## config.mk

```make
export PLATFORM = sky130hd
export DESIGN_NAME = swc_top
export DESIGN_NICKNAME = d
export VERILOG_FILES = /design/src/swc_pkg.sv /design/src/swc_sync.sv /design/src/swc_wdt.sv /design/src/swc_top.sv
export SDC_FILE = /design/constraint.sdc
export NUM_CORES = 1
export LEC_CHECK = 0
export ABC_AREA = 1
export BUFFER_PORTS_ARGS = -buffer_cell sky130_fd_sc_hd__buf_2
export CELL_PAD_IN_SITES_DETAIL_PLACEMENT = 0
export CELL_PAD_IN_SITES_GLOBAL_PLACEMENT = 1
export CORE_MARGIN = 2
export CORE_UTILIZATION = 40
export CTS_CLUSTER_SIZE = 12
export DETAILED_ROUTE_END_ITERATION = 12
export HOLD_SLACK_MARGIN = 0.08
export MAX_ROUTING_LAYER = met4
export PLACE_DENSITY = 0.82
export SYNTH_ARGS = -nofsm -noshare
export SYNTH_HDL_FRONTEND = slang
export SYNTH_SLANG_ARGS = --single-unit
```

## constraint.sdc

```tcl
create_clock -name clk -period 2.1 [get_ports clk]
set_input_delay 0.105 -clock clk [delete_from_list [all_inputs] [get_ports clk]]
set_output_delay 0.105 -clock clk [all_outputs]
set_load 0.02 [all_outputs]
```

## src/swc_pkg.sv

```systemverilog
// Overview of operation
// - Sleep clears watchdog, clears power-down flag, sets time-out flag, stops oscillator.
// - I/O pins hold their pre-sleep drive level or high impedance while asleep.
// - Wake on master clear, watchdog time-out if enabled, or enabled interrupt.
// - Master clear while asleep gives full reset; other wake sources resume execution.
// - A watchdog wake-up clears the time-out flag.
// - Power-down flag sets at power-up and clears only when sleep executes.
// - Peripheral wake sources are the seven asynchronous or clockless peripheral events.
// - Peripherals needing on-chip clocks cannot interrupt while asleep.
// - Executing sleep prefetches the instruction at the next program address.
// - Interrupt wakes only with its own enable set, whatever the global enable.
// - After interrupt wake run next instruction, then vector if global enable set.
// - Enabled pending flag with global enable clear turns sleep into no-operation.
// - Interrupt during or after sleep completes sleep, then wakes immediately.
// - Interrupt response clears global enable and loads vector address.
// - Watchdog time-out in sleep resumes execution without reinitialising registers.
package swc_pkg;

  // ==========================================================================
  // Register map (word addresses)
  localparam int ADDR_W         = 3;
  localparam logic [2:0] OFS_CTRL     = 3'h0;
  localparam logic [2:0] OFS_STATUS   = 3'h1;
  localparam logic [2:0] OFS_WAKE_EN  = 3'h2;
  localparam logic [2:0] OFS_EVT      = 3'h3;
  localparam logic [2:0] OFS_EVT_MASK = 3'h4;
  localparam logic [2:0] OFS_PREFETCH = 3'h5;

  // ==========================================================================
  // Field positions
  localparam int CTRL_WDT_EN    = 0;
  localparam int CTRL_GIE       = 1;
  localparam int STAT_STATE_LSB = 0;
  localparam int STAT_OSC       = 2;
  localparam int STAT_PD        = 3;
  localparam int STAT_TO        = 4;

  // Wake sources: 0 interrupt pin, 1 port change, 2..8 the seven peripherals,
  // 9 the clocked peripheral group.
  localparam int N_SRC       = 10;
  localparam int N_PIN_SRC   = 9;
  localparam int SRC_CLOCKED = 9;

  localparam int N_EVT         = 5;
  localparam int EV_SLEPT      = 0;
  localparam int EV_NOP        = 1;
  localparam int EV_WAKE_IRQ   = 2;
  localparam int EV_WAKE_WDT   = 3;
  localparam int EV_MASTER_CLEAR_PIN       = 4;

  // ==========================================================================
  // Reset values
  localparam logic [1:0]       CTRL_RST    = 2'h0;
  localparam logic [N_SRC-1:0] WAKE_EN_RST = 10'h000;
  localparam logic [N_EVT-1:0] EVT_RST     = 5'h00;

  // ==========================================================================
  // Program counter
  localparam int          PC_W     = 13;
  localparam logic [12:0] IRQ_VEC  = 13'h0004;

  // ==========================================================================
  // Timing
  localparam int CLK_PERIOD_NS = 10;
  localparam int OSC_START_NS  = 10240;
  localparam int OSC_START_CYC =
    (OSC_START_NS + CLK_PERIOD_NS - 1) / CLK_PERIOD_NS;
  localparam int WDT_PERIOD_US = 18000;
  localparam int WDT_CYC       = WDT_PERIOD_US * 1000 / CLK_PERIOD_NS;

  // ==========================================================================
  // Sequencer states
  typedef enum logic [1:0]
  {
    SWC_RUN   = 2'b00,
    SWC_SLEEP = 2'b01,
    SWC_WARM  = 2'b10,
    SWC_EXEC  = 2'b11
  } swc_state_t;

endpackage

```

## src/swc_sync.sv

```systemverilog
`timescale 1ns/100ps
`default_nettype none
module swc_sync #(
  parameter int W = 1
) (
  input  wire logic         clk,
  input  wire logic         rst_b,
  input  wire logic [W-1:0] d,
  input  wire logic [W-1:0] rst_val,
  output logic      [W-1:0] q
);

  logic [W-1:0] meta_r;

  // ==========================================================================
  // Two-stage synchroniser; both stages reset to all ones.
  always_ff @(posedge clk or negedge rst_b)
  begin
    if (!rst_b)
    begin
      meta_r <= '1;
      q      <= '1;
    end
    else
    begin
      meta_r <= d;
      q      <= meta_r;
    end
  end

endmodule
`default_nettype wire

```

## src/swc_wdt.sv

```systemverilog
`timescale 1ns/100ps
`default_nettype none
module swc_wdt #(
  parameter int unsigned CYCLES = 1800000
) (
  input  wire logic clk,
  input  wire logic rst_b,
  input  wire logic en,
  input  wire logic clr,
  output logic      timeout
);

  logic [31:0] cnt_r;

  // ==========================================================================
  // Free-running count with postscaler folded in; clearing never stops it.
  always_ff @(posedge clk or negedge rst_b)
  begin
    if (!rst_b)
    begin
      cnt_r   <= 32'h0;
      timeout <= 1'b0;
    end
    else if (clr || !en)
    begin
      cnt_r   <= 32'h0;
      timeout <= 1'b0;
    end
    else if (cnt_r == CYCLES - 1)
    begin
      cnt_r   <= 32'h0;
      timeout <= 1'b1;
    end
    else
    begin
      cnt_r   <= cnt_r + 32'h1;
      timeout <= 1'b0;
    end
  end

endmodule
`default_nettype wire

```

## src/swc_top.sv

```systemverilog
// Added by the designer: the register addresses and the Avalon-MM register port.
`timescale 1ns/100ps
`default_nettype none
module swc_top #(
  parameter int unsigned WDT_CYCLES = swc_pkg::WDT_CYC
) (
  input  wire logic        clk,
  input  wire logic        rst_b,
  input  wire logic [2:0]  avs_address,
  input  wire logic        avs_read,
  input  wire logic        avs_write,
  input  wire logic [31:0] avs_writedata,
  output logic      [31:0] avs_readdata,
  output logic             avs_waitrequest,
  input  wire logic        master_clear_pin_b,
  input  wire logic [8:0]  wake_flag,
  input  wire logic        clocked_irq_flag,
  input  wire logic        sleep_instr,
  input  wire logic        watchdog_clear_instr,
  input  wire logic        instr_done,
  input  wire logic [12:0] pc_in,
  input  wire logic [7:0]  core_io_out,
  input  wire logic [7:0]  core_io_oe,
  output logic      [7:0]  io_pin_out,
  output logic      [7:0]  io_pin_oe,
  output logic             osc_drive_en,
  output logic             core_run,
  output logic      [12:0] prefetch_addr,
  output logic             vector_req,
  output logic      [12:0] vector_addr,
  output logic             full_reset_req,
  output logic             irq
);

  swc_pkg::swc_state_t state_r;
  logic [8:0]  wake_flag_s;
  logic        master_clear_pin_s_b;
  logic        wdt_to;
  logic        wdt_en_r;
  logic        gie_r;
  logic        pd_r;
  logic        to_r;
  logic [swc_pkg::N_SRC-1:0] wake_en_r;
  logic [swc_pkg::N_SRC-1:0] src;
  logic [swc_pkg::N_EVT-1:0] evt_r;
  logic [swc_pkg::N_EVT-1:0] evt_mask_r;
  logic [swc_pkg::N_EVT-1:0] evt_set;
  logic [10:0] osc_cnt_r;
  logic        pending;
  logic        awake;
  logic        sleep_go;
  logic        sleep_nop;
  logic        ack_r;
  logic        wr_en;
  logic [31:0] rd_mux;

  // ==========================================================================
  // Input synchronisers and watchdog
  swc_sync #(.W(9)) u_flag_sync (
    .clk     (clk),
    .rst_b   (rst_b),
    .d       (wake_flag),
    .rst_val (9'h1ff),
    .q       (wake_flag_s)
  );

  swc_sync #(.W(1)) u_master_clear_pin_sync (
    .clk     (clk),
    .rst_b   (rst_b),
    .d       (master_clear_pin_b),
    .rst_val (1'b1),
    .q       (master_clear_pin_s_b)
  );

  swc_wdt #(.CYCLES(WDT_CYCLES)) u_wdt (
    .clk     (clk),
    .rst_b   (rst_b),
    .en      (wdt_en_r),
    .clr     (sleep_go || watchdog_clear_instr || !master_clear_pin_s_b),
    .timeout (wdt_to)
  );

  // ==========================================================================
  // Wake decision
  assign awake = (state_r == swc_pkg::SWC_RUN) || (state_r == swc_pkg::SWC_EXEC);
  assign src   = {clocked_irq_flag && awake, wake_flag_s};
  assign pending   = |(src & wake_en_r);
  assign sleep_nop = (state_r == swc_pkg::SWC_RUN) && sleep_instr
                     && pending && !gie_r && master_clear_pin_s_b;
  assign sleep_go  = (state_r == swc_pkg::SWC_RUN) && sleep_instr
                     && !sleep_nop && master_clear_pin_s_b;
  assign core_run  = awake;
  assign vector_addr = swc_pkg::IRQ_VEC;

  // ==========================================================================
  // Sequencer
  always_ff @(posedge clk or negedge rst_b)
  begin
    if (!rst_b)
      state_r <= swc_pkg::SWC_RUN;
    else if (!master_clear_pin_s_b)
      state_r <= swc_pkg::SWC_RUN;
    else
    begin
      unique case (state_r)
        swc_pkg::SWC_RUN:
          if (sleep_go)
            state_r <= swc_pkg::SWC_SLEEP;
        swc_pkg::SWC_SLEEP:
          if (pending || wdt_to)
            state_r <= swc_pkg::SWC_WARM;
        swc_pkg::SWC_WARM:
          if (osc_cnt_r == 11'h0)
            state_r <= swc_pkg::SWC_EXEC;
        swc_pkg::SWC_EXEC:
          if (instr_done)
            state_r <= swc_pkg::SWC_RUN;
      endcase
    end
  end

  // Oscillator driver and start-up wait.
  always_ff @(posedge clk or negedge rst_b)
  begin
    if (!rst_b)
    begin
      osc_drive_en <= 1'b1;
      osc_cnt_r    <= 11'h0;
    end
    else if (sleep_go)
      osc_drive_en <= 1'b0;
    else if (state_r == swc_pkg::SWC_SLEEP)
    begin
      osc_drive_en <= !master_clear_pin_s_b || pending || wdt_to;
      osc_cnt_r    <= 11'(swc_pkg::OSC_START_CYC - 1);
    end
    else if (state_r == swc_pkg::SWC_WARM && osc_cnt_r != 11'h0)
      osc_cnt_r <= osc_cnt_r - 11'h1;
  end

  // Power-down and time-out flags.
  always_ff @(posedge clk or negedge rst_b)
  begin
    if (!rst_b)
    begin
      pd_r <= 1'b1;
      to_r <= 1'b1;
    end
    else if (sleep_go)
    begin
      pd_r <= 1'b0;
      to_r <= 1'b1;
    end
    else if (watchdog_clear_instr && awake)
    begin
      pd_r <= 1'b1;
      to_r <= 1'b1;
    end
    else if (wdt_to && master_clear_pin_s_b && state_r != swc_pkg::SWC_WARM)
      to_r <= 1'b0;
  end

  // Core-facing outputs.
  always_ff @(posedge clk or negedge rst_b)
  begin
    if (!rst_b)
    begin
      prefetch_addr  <= 13'h0;
      vector_req     <= 1'b0;
      full_reset_req <= 1'b0;
    end
    else
    begin
      if (state_r == swc_pkg::SWC_RUN && sleep_instr)
        prefetch_addr <= pc_in + 13'h1;
      vector_req <= (state_r == swc_pkg::SWC_EXEC) && instr_done
                    && gie_r && master_clear_pin_s_b;
      full_reset_req <= !master_clear_pin_s_b || (awake && wdt_to);
    end
  end

  // Pin state freezes while the core is not running.
  always_ff @(posedge clk or negedge rst_b)
  begin
    if (!rst_b)
    begin
      io_pin_out <= 8'h00;
      io_pin_oe  <= 8'h00;
    end
    else if (awake)
    begin
      io_pin_out <= core_io_out;
      io_pin_oe  <= core_io_oe;
    end
  end

  // ==========================================================================
  // Avalon-MM slave: one wait cycle per access
  assign avs_waitrequest = (avs_read || avs_write) && !ack_r;
  assign wr_en = avs_write && ack_r;

  always_comb
  begin
    rd_mux = 32'h0;
    unique case (avs_address)
      swc_pkg::OFS_CTRL:
      begin
        rd_mux[swc_pkg::CTRL_WDT_EN] = wdt_en_r;
        rd_mux[swc_pkg::CTRL_GIE]    = gie_r;
      end
      swc_pkg::OFS_STATUS:
      begin
        rd_mux[swc_pkg::STAT_STATE_LSB +: 2] = state_r;
        rd_mux[swc_pkg::STAT_OSC] = osc_drive_en;
        rd_mux[swc_pkg::STAT_PD]  = pd_r;
        rd_mux[swc_pkg::STAT_TO]  = to_r;
      end
      swc_pkg::OFS_WAKE_EN:  rd_mux[swc_pkg::N_SRC-1:0] = wake_en_r;
      swc_pkg::OFS_EVT:      rd_mux[swc_pkg::N_EVT-1:0] = evt_r;
      swc_pkg::OFS_EVT_MASK: rd_mux[swc_pkg::N_EVT-1:0] = evt_mask_r;
      swc_pkg::OFS_PREFETCH: rd_mux[swc_pkg::PC_W-1:0]  = prefetch_addr;
      default:               rd_mux = 32'h0;
    endcase
  end

  always_ff @(posedge clk or negedge rst_b)
  begin
    if (!rst_b)
    begin
      ack_r        <= 1'b0;
      avs_readdata <= 32'h0;
    end
    else
    begin
      ack_r <= (avs_read || avs_write) && !ack_r;
      if (avs_read && !ack_r)
        avs_readdata <= rd_mux;
    end
  end

  // Control registers; vectoring clears the global enable over software.
  always_ff @(posedge clk or negedge rst_b)
  begin
    if (!rst_b)
    begin
      wdt_en_r   <= swc_pkg::CTRL_RST[swc_pkg::CTRL_WDT_EN];
      gie_r      <= swc_pkg::CTRL_RST[swc_pkg::CTRL_GIE];
      wake_en_r  <= swc_pkg::WAKE_EN_RST;
      evt_mask_r <= swc_pkg::EVT_RST;
    end
    else
    begin
      if (wr_en && avs_address == swc_pkg::OFS_CTRL)
      begin
        wdt_en_r <= avs_writedata[swc_pkg::CTRL_WDT_EN];
        gie_r    <= avs_writedata[swc_pkg::CTRL_GIE];
      end
      if (state_r == swc_pkg::SWC_EXEC && instr_done && gie_r)
        gie_r <= 1'b0;
      if (wr_en && avs_address == swc_pkg::OFS_WAKE_EN)
        wake_en_r <= avs_writedata[swc_pkg::N_SRC-1:0];
      if (wr_en && avs_address == swc_pkg::OFS_EVT_MASK)
        evt_mask_r <= avs_writedata[swc_pkg::N_EVT-1:0];
    end
  end

  // ==========================================================================
  // Event status, write one to clear, set wins
  always_comb
  begin
    evt_set = '0;
    evt_set[swc_pkg::EV_SLEPT] = sleep_go;
    evt_set[swc_pkg::EV_NOP]   = sleep_nop;
    evt_set[swc_pkg::EV_WAKE_IRQ] =
      (state_r == swc_pkg::SWC_SLEEP) && master_clear_pin_s_b && pending;
    evt_set[swc_pkg::EV_WAKE_WDT] =
      (state_r == swc_pkg::SWC_SLEEP) && master_clear_pin_s_b && !pending && wdt_to;
    evt_set[swc_pkg::EV_MASTER_CLEAR_PIN] = (state_r == swc_pkg::SWC_SLEEP) && !master_clear_pin_s_b;
  end

  always_ff @(posedge clk or negedge rst_b)
  begin
    if (!rst_b)
      evt_r <= swc_pkg::EVT_RST;
    else if (wr_en && avs_address == swc_pkg::OFS_EVT)
      evt_r <= (evt_r & ~avs_writedata[swc_pkg::N_EVT-1:0]) | evt_set;
    else
      evt_r <= evt_r | evt_set;
  end

  assign irq = |(evt_r & evt_mask_r);
endmodule
`default_nettype wire

```

# After elaboration in Yosys (flattened, before gate mapping)

Cells that the tools add are included.

Add/subtract/negate cells: 3
Eq/ne operators: 14
Multiplexer cells: 26
Bitwise logic cells: 7
Reduce and logical (&&, ||, !) cells: 55

Operator list:

| kind                                                | count |
|---|---|
| 2-to-1 mux 32 bit                                   | 2 |
| adder 32 x 1 -> 32 bit (second input constant)      | 1 |
| == test 32 x 21 -> 1 bit (second input constant)    | 1 |
| logical AND 1 bit                                   | 27 |
| 2-to-1 mux 11 bit                                   | 2 |
| one-hot mux 3 bit (5 select lines)                  | 1 |
| adder 13 x 1 -> 13 bit (second input constant)      | 1 |
| != test 3 bit (second input constant)               | 4 |
| one-hot mux 2 bit (6 select lines)                  | 1 |
| logical NOT 11 bit                                  | 1 |
| 2-to-1 mux 1 bit                                    | 11 |
| nonzero test 11 bit                                 | 1 |
| subtractor 11 x 1 -> 11 bit (second input constant) | 1 |
| bitwise AND 10 bit                                  | 1 |
| bitwise AND 5 bit                                   | 2 |
| 2-to-1 mux 2 bit                                    | 5 |
| bitwise OR 5 bit                                    | 2 |
| one-hot mux 5 bit (2 select lines)                  | 1 |
| OR reduction 10 bit                                 | 1 |
| logical OR 1 bit                                    | 9 |
| one-hot mux 2 bit (4 select lines)                  | 1 |
| nonzero test 2 bit                                  | 4 |
| == test 3 x 2 -> 1 bit (second input constant)      | 2 |
| == test 3 bit (second input constant)               | 2 |
| 15 further kinds                                    | 21 |

Register bits: 136
Output and inout port bits: 80

# Depth between registers and ports, before layout

Word-level depth: 15
Depth in mapped cells: 13

# Cells and area by module

From an unflattened synthesis, not the netlist that was laid out.

Cells, all modules: 845
Area total of the unflattened synthesis: 6,974.2 um^2

Modules (own cells, without submodules):

| module                              | times used | cells an instance | area each (um^2) |
|---|---|---|---|
| swc_top                             | 1          | 531               | 4,435.5 |
| swc_wdt                             | 1          | 294               | 2,013.2 |
| swc_sync at u_flag_sync             | 1          | 18                | 473.0 |
| swc_sync at u_master_clear_pin_sync | 1          | 2                 | 52.6 |

# Worst setup path after synthesis

OpenSTA, ideal clock, no wires.

Path kind: reg-to-reg
Start: register state_r[0]
End: register osc_cnt_r[9]
Setup time: 127 ps
Arrival time: 1,665 ps
Required time: 1,973 ps
Slack: 308 ps
Cell stages (with the launch flop): 14
Buffers on the path: 1
Path through: dfrtp_1 -> inv_1 -> ha_1 -> inv_2 -> nand2_1 -> nor2_1 -> nor2_2 -> nand3_1 -> nand2_2 -> nand3_2 -> nand2_4 -> buf_6 -> nand2_1 -> o21ai_0

Word-level cells in the longest chain between the ends: 13

Ends and longest elaborated chain:

| element                                            | RTL line                                    | source |
|---|---|---|
| start, declared                                    | swc_top.sv:35                               | `swc_pkg::swc_state_t state_r;` |
| start signal, assigned                             | swc_top.sv:100                              | `state_r <= swc_pkg::SWC_RUN;` |
| start signal, assigned                             | swc_top.sv:102                              | `state_r <= swc_pkg::SWC_RUN;` |
| start signal, assigned                             | swc_top.sv:108                              | `state_r <= swc_pkg::SWC_SLEEP;` |
| == test 2 bit or logical NOT 2 bit (tied branches) | swc_top.sv:85, swc_top.sv:88, swc_top.sv:90 |  |
| logical OR 1 bit                                   | swc_top.sv:85                               | `assign awake = (state_r == swc_pkg::SWC_RUN) \|\| (state_r == swc_pkg::SWC_EXEC);` |
| logical AND 1 bit                                  | swc_top.sv:86                               | `assign src = {clocked_irq_flag && awake, wake_flag_s};` |
| bitwise AND 10 bit                                 | swc_top.sv:87                               | `assign pending = \|(src & wake_en_r);` |
| OR reduction 10 bit                                | swc_top.sv:87                               |  |
| logical AND 1 bit (3 in series)                    | swc_top.sv:89                               | `&& pending && !gie_r && master_clear_pin_s_b;` |
| logical NOT 1 bit                                  | swc_top.sv:91                               | `&& !sleep_nop && master_clear_pin_s_b;` |
| logical AND 1 bit (2 in series)                    | swc_top.sv:91                               |  |
| NOT 1 bit (no source line)                         | -                                           |  |
| AND reduction 2 bit (no source line)               | -                                           |  |
| end signal, assigned                               | swc_top.sv:135                              | `osc_cnt_r <= 11'(swc_pkg::OSC_START_CYC - 1);` |
| end signal, assigned                               | swc_top.sv:138                              | `osc_cnt_r <= osc_cnt_r - 11'h1;` |
| end, declared                                      | swc_top.sv:48                               | `logic [10:0] osc_cnt_r;` |

Several ways; a longest one is shown, not always the timed one.
A chain may end at the register's enable or synchronous reset.

# Worst setup path in the final report

Start: input port pc_in[0]
End: register prefetch_addr[5]

Word-level cells in the longest chain between the ends: 1

Ends and longest elaborated chain:

| element                | RTL line       | source |
|---|---|---|
| start, declared        | swc_top.sv:21  | `input wire logic [12:0] pc_in,` |
| adder 13 x 1 -> 13 bit | swc_top.sv:175 | `prefetch_addr <= pc_in + 13'h1;` |
| end signal, assigned   | swc_top.sv:175 |  |
| end, declared          | swc_top.sv:28  | `output logic [12:0] prefetch_addr,` |

Every way passes these cells.

==> qor.txt <==
Core Area = 17100 um^2
Minimum clock period = 2.02 ns
Seq/Total Area, Yosys = 49.4%
Register bit total from synthesis = 136
Distinct cells, synth = 50
Largest net degree at the start of global routing = 61
Starting Density = 40.6%
Critical-path cell list = dlygate4sd3_1, buf_2, nand3_1, nor2_2, a21oi_1, dlygate4sd3_1, o21ai_0, dlygate4sd3_1
Fraction of registers with async set or reset after synthesis = 100%
R2r endpoint = prefetch_addr[5]
CP startpoint kind = primary input
Hold path endpoint = to_r
Slowest CP cell = dlygate4sd3_1
Critical Path RT = 2.46 ns
Most Frequent Cell on Critical Path = dlygate4sd3_1
Hold_sp = watchdog_clear_instr
Status = finished, final reports clean
Antenna violations before repair = 0
Final Wtd Congestion = 0.899
CTS tree = done
Post-synth EDFFs = 0
Synth top area cells = dfrtp_1 41%, nand2_1 11%, dfstp_2 8.7%, nor2_1 5.6%, buf_4 3.7%
Worst skew pair latency = 0.42 ns
Final-report setup violation count = 0
Post-Synthesis Cells = 827
Layout area overhead = 28.2%
Io pins = 162
Maximum VDD drop = 0.000623 V
Port-buffer cells = 107
Per-cell routed wire length = 13.6 um
Prevailing post-synth register cell = dfrtp_1
Total Power = 10000 uW
CP max FO = 4
WS Path Type = in2reg
Post-Route Skew = 0.0106 ns
Final core occ = 52.0%
Router iterations before antenna repair = 5
RR Startpoint = state_r[0]
Die W = 136 um
Clock Sinks = 136
Share of cells above drive strength 1 = 22.4%
Crit path DAT = 2.38 ns
Max-cap violations = 0
Final instance area = 8910 um^2
Drt first-iter violations = 350
Ant diodes = 0
Reg-to-reg slack, setup = 0.21 ns
Setup TNS = 0 ns
Pleak = 0.00429 uW
GRT overflow = 0
Max Fclk = 0.495 GHz
Syn_area_per_cell = 8.40 um^2
Post-DP HPWL = 12100 um
Final wirelength = 16900 um
Mapped Area = 6950 um^2
Fillers = 1624
Crit. End Element = register
CP peak stage delay = 0.56 ns
Slew Viols, Final = 0
Final nets = 1094
# DRC = 0
Total via count in the routed design = 5863
Cell depth of the worst hold path = 4
Hold Crit Class = in2reg
RSZ-0062 raised after global routing = yes
Clk pin slew, worst setup/hold paths = 0.07 ns
Max H-tree Level = 4
Detail Route Antenna Nets = 0
Full die area = 18400 um^2
Slew @ Worst Pin = 0.580 ns
Clk root buf = clkbuf_16
Fin crit share = 96.2%
Yosys warnings = 0
Reg2Reg Depth = 7
First-pass GRT wire length = 27600 um
Vias/cell = 4.72
PwrDens = 1120 nW/um^2
Synth area leader = dfrtp_1
Post-placement cell area = 7650 um^2
Vias in the first global route = 5646
Clk buf depth = 2
Final hold violation count = 0
Slew margin rel. = 61.3%
GR Util All Layers = 19.6%
Die height = 136 um
Top cell type's share of synthesized area = 40.7%
Total CTS buffers = 17
Rows = 48
==> cell usage after synthesis (8+ instances only) <==
library cell,number
ha_1,8
nand2_1,205
o21ai_0,41
inv_2,11
o21ai_1,11
inv_1,66
dfstp_2,23
xor2_1,22
nand3_2,9
nand4_1,16
nor2_1,103
nor3_1,19
dfrtp_1,113
buf_4,34
a21oi_1,14
nand3_1,39
==> critical path, delay by kind of cell <==
family / cells / cell delay, ns
AO/OA/AOI/OAI: 2 / 0.23
buffers and inverters: 4 / 1.78
AND/OR/NAND/NOR: 2 / 0.27
==> flip-flops by register name, indices dropped and copies added, names as in the netlist, 2 cells and up <==
name                flops
avs_readdata           13
u_flag_sync.q           9
u_flag_sync.meta_r      9
io_pin_oe               8
wake_en_r              10
io_pin_out              8
prefetch_addr          13
osc_cnt_r              11
u_wdt.cnt_r            32
state_r                 2
evt_mask_r              5
evt_r                   5
==> worst max-delay path by stage <==
stage / endpoint / cells after the start / slack, ns / start
2_1_floorplan: osc_cnt_r[9] / 13 / 0.31 / state_r[0]
3_3_place_gp: osc_cnt_r[7] / 13 / 0.19 / state_r[1]
3_5_place_dp: osc_cnt_r[7] / 13 / 0.16 / state_r[1]
4_1_cts: prefetch_addr[5] / 8 / 0.08 / pc_in[2]
5_1_grt: prefetch_addr[5] / 8 / -0.05 / pc_in[0]
6_report: prefetch_addr[5] / 8 / 0.08 / pc_in[0]
==> per-layer routing <==
metal	GRT usage, %	wire length (um)	up-vias
li1	-	-	2951
met1	24.7	7620	2746
met2	32.1	8290	145
met3	4.15	752	21
met4	5.56	248	0
met5	-	0	-
==> power by group <==
part / internal (uW) / switching (uW) / total [uW]
clock: 2100 / 1190 / 3290
sequential: 3260 / 452 / 3720
combinational: 1070 / 1930 / 3000
==> layout make-up <==
class                      instances  area (um^2)  share of cell area (%)
clock buffer                      20          467                    5.24
clock inverter                    12          186                    2.09
inverter                          80          300                    3.37
multi-input combinational        591         2990                    33.6
sequential                       136         3430                    38.5
tap                              225          282                    3.16
timing repair buffer             178         1240                    14.0
==> logic make-up (layout without fill, tap and decap cells) <==
| logic type | count (synthesis) | in the layout | synth area share [%] |
|---|---|---|---|
| other | 2 | 32 | 0.108 |
| XOR/XNOR | 29 | 29 | 3.66 |
| adder cells (fa/ha/maj) | 8 | 8 | 1.44 |
| multiplexers | 4 | 4 | 0.648 |
| buffers and inverters | 130 | 290 | 9.38 |
| AO/OA/AOI/OAI | 86 | 86 | 7.01 |
| AND/OR/NAND/NOR | 432 | 432 | 28.4 |
| flip-flops | 136 | 136 | 49.4 |
==> cell usage in the layout, fill, tap and decap left out, types with 3 or more instances in the layout <==
| master | instances |
|---|---|
| inv_6 | 4 |
| a22oi_1 | 6 |
| inv_1 | 66 |
| nor2_1 | 102 |
| a21oi_1 | 14 |
| dfstp_2 | 23 |
| buf_2 | 106 |
| nand4_1 | 16 |
| o21ai_0 | 41 |
| clkbuf_16 | 17 |
| ha_1 | 8 |
| dlygate4sd3_1 | 58 |
| o21ai_1 | 11 |
| clkinv_1 | 3 |
| buf_4 | 11 |
| nand3_1 | 39 |
| xor2_1 | 22 |
| mux2_2 | 4 |
| clkinvlp_4 | 3 |
| nand2_1 | 205 |
| nor3_1 | 19 |
| xnor2_1 | 7 |
| nor4_1 | 3 |
| nand3b_1 | 4 |
| a211oi_1 | 3 |
| inv_2 | 11 |
| nor2_2 | 7 |
| nand2_2 | 7 |
| or2_2 | 4 |
| dfrtp_1 | 113 |
| nand3_2 | 8 |
| conb_1 | 32 |
| clkbuf_8 | 3 |
| bufinv_16 | 4 |
==> what timing repair did <==
item                                    4_1_cts  5_1_grt
resized for setup                             0        3
buffers inserted                              0        0
endpoints found under the setup margin        0        5
endpoints found under the hold margin       114        0
hold buffers                                 58        0
==> per-stage QoR <==
| step | instances | hold slack (ns) | worst slack (ns) |
|---|---|---|---|
| 2_1_floorplan | 857 | -0.191 | 0.308 |
| 3_3_place_gp | 1152 | 0.125 | 0.187 |
| 3_5_place_dp | 1152 | 0.134 | 0.160 |
| 4_1_cts | 1242 | 0.116 | 0.0828 |
| 5_1_grt | 1242 | 0.156 | -0.0488 |
| 6_report | 1242 | 0.137 | 0.0801 |
No activity file was read; power rests on OpenSTA's default activity.
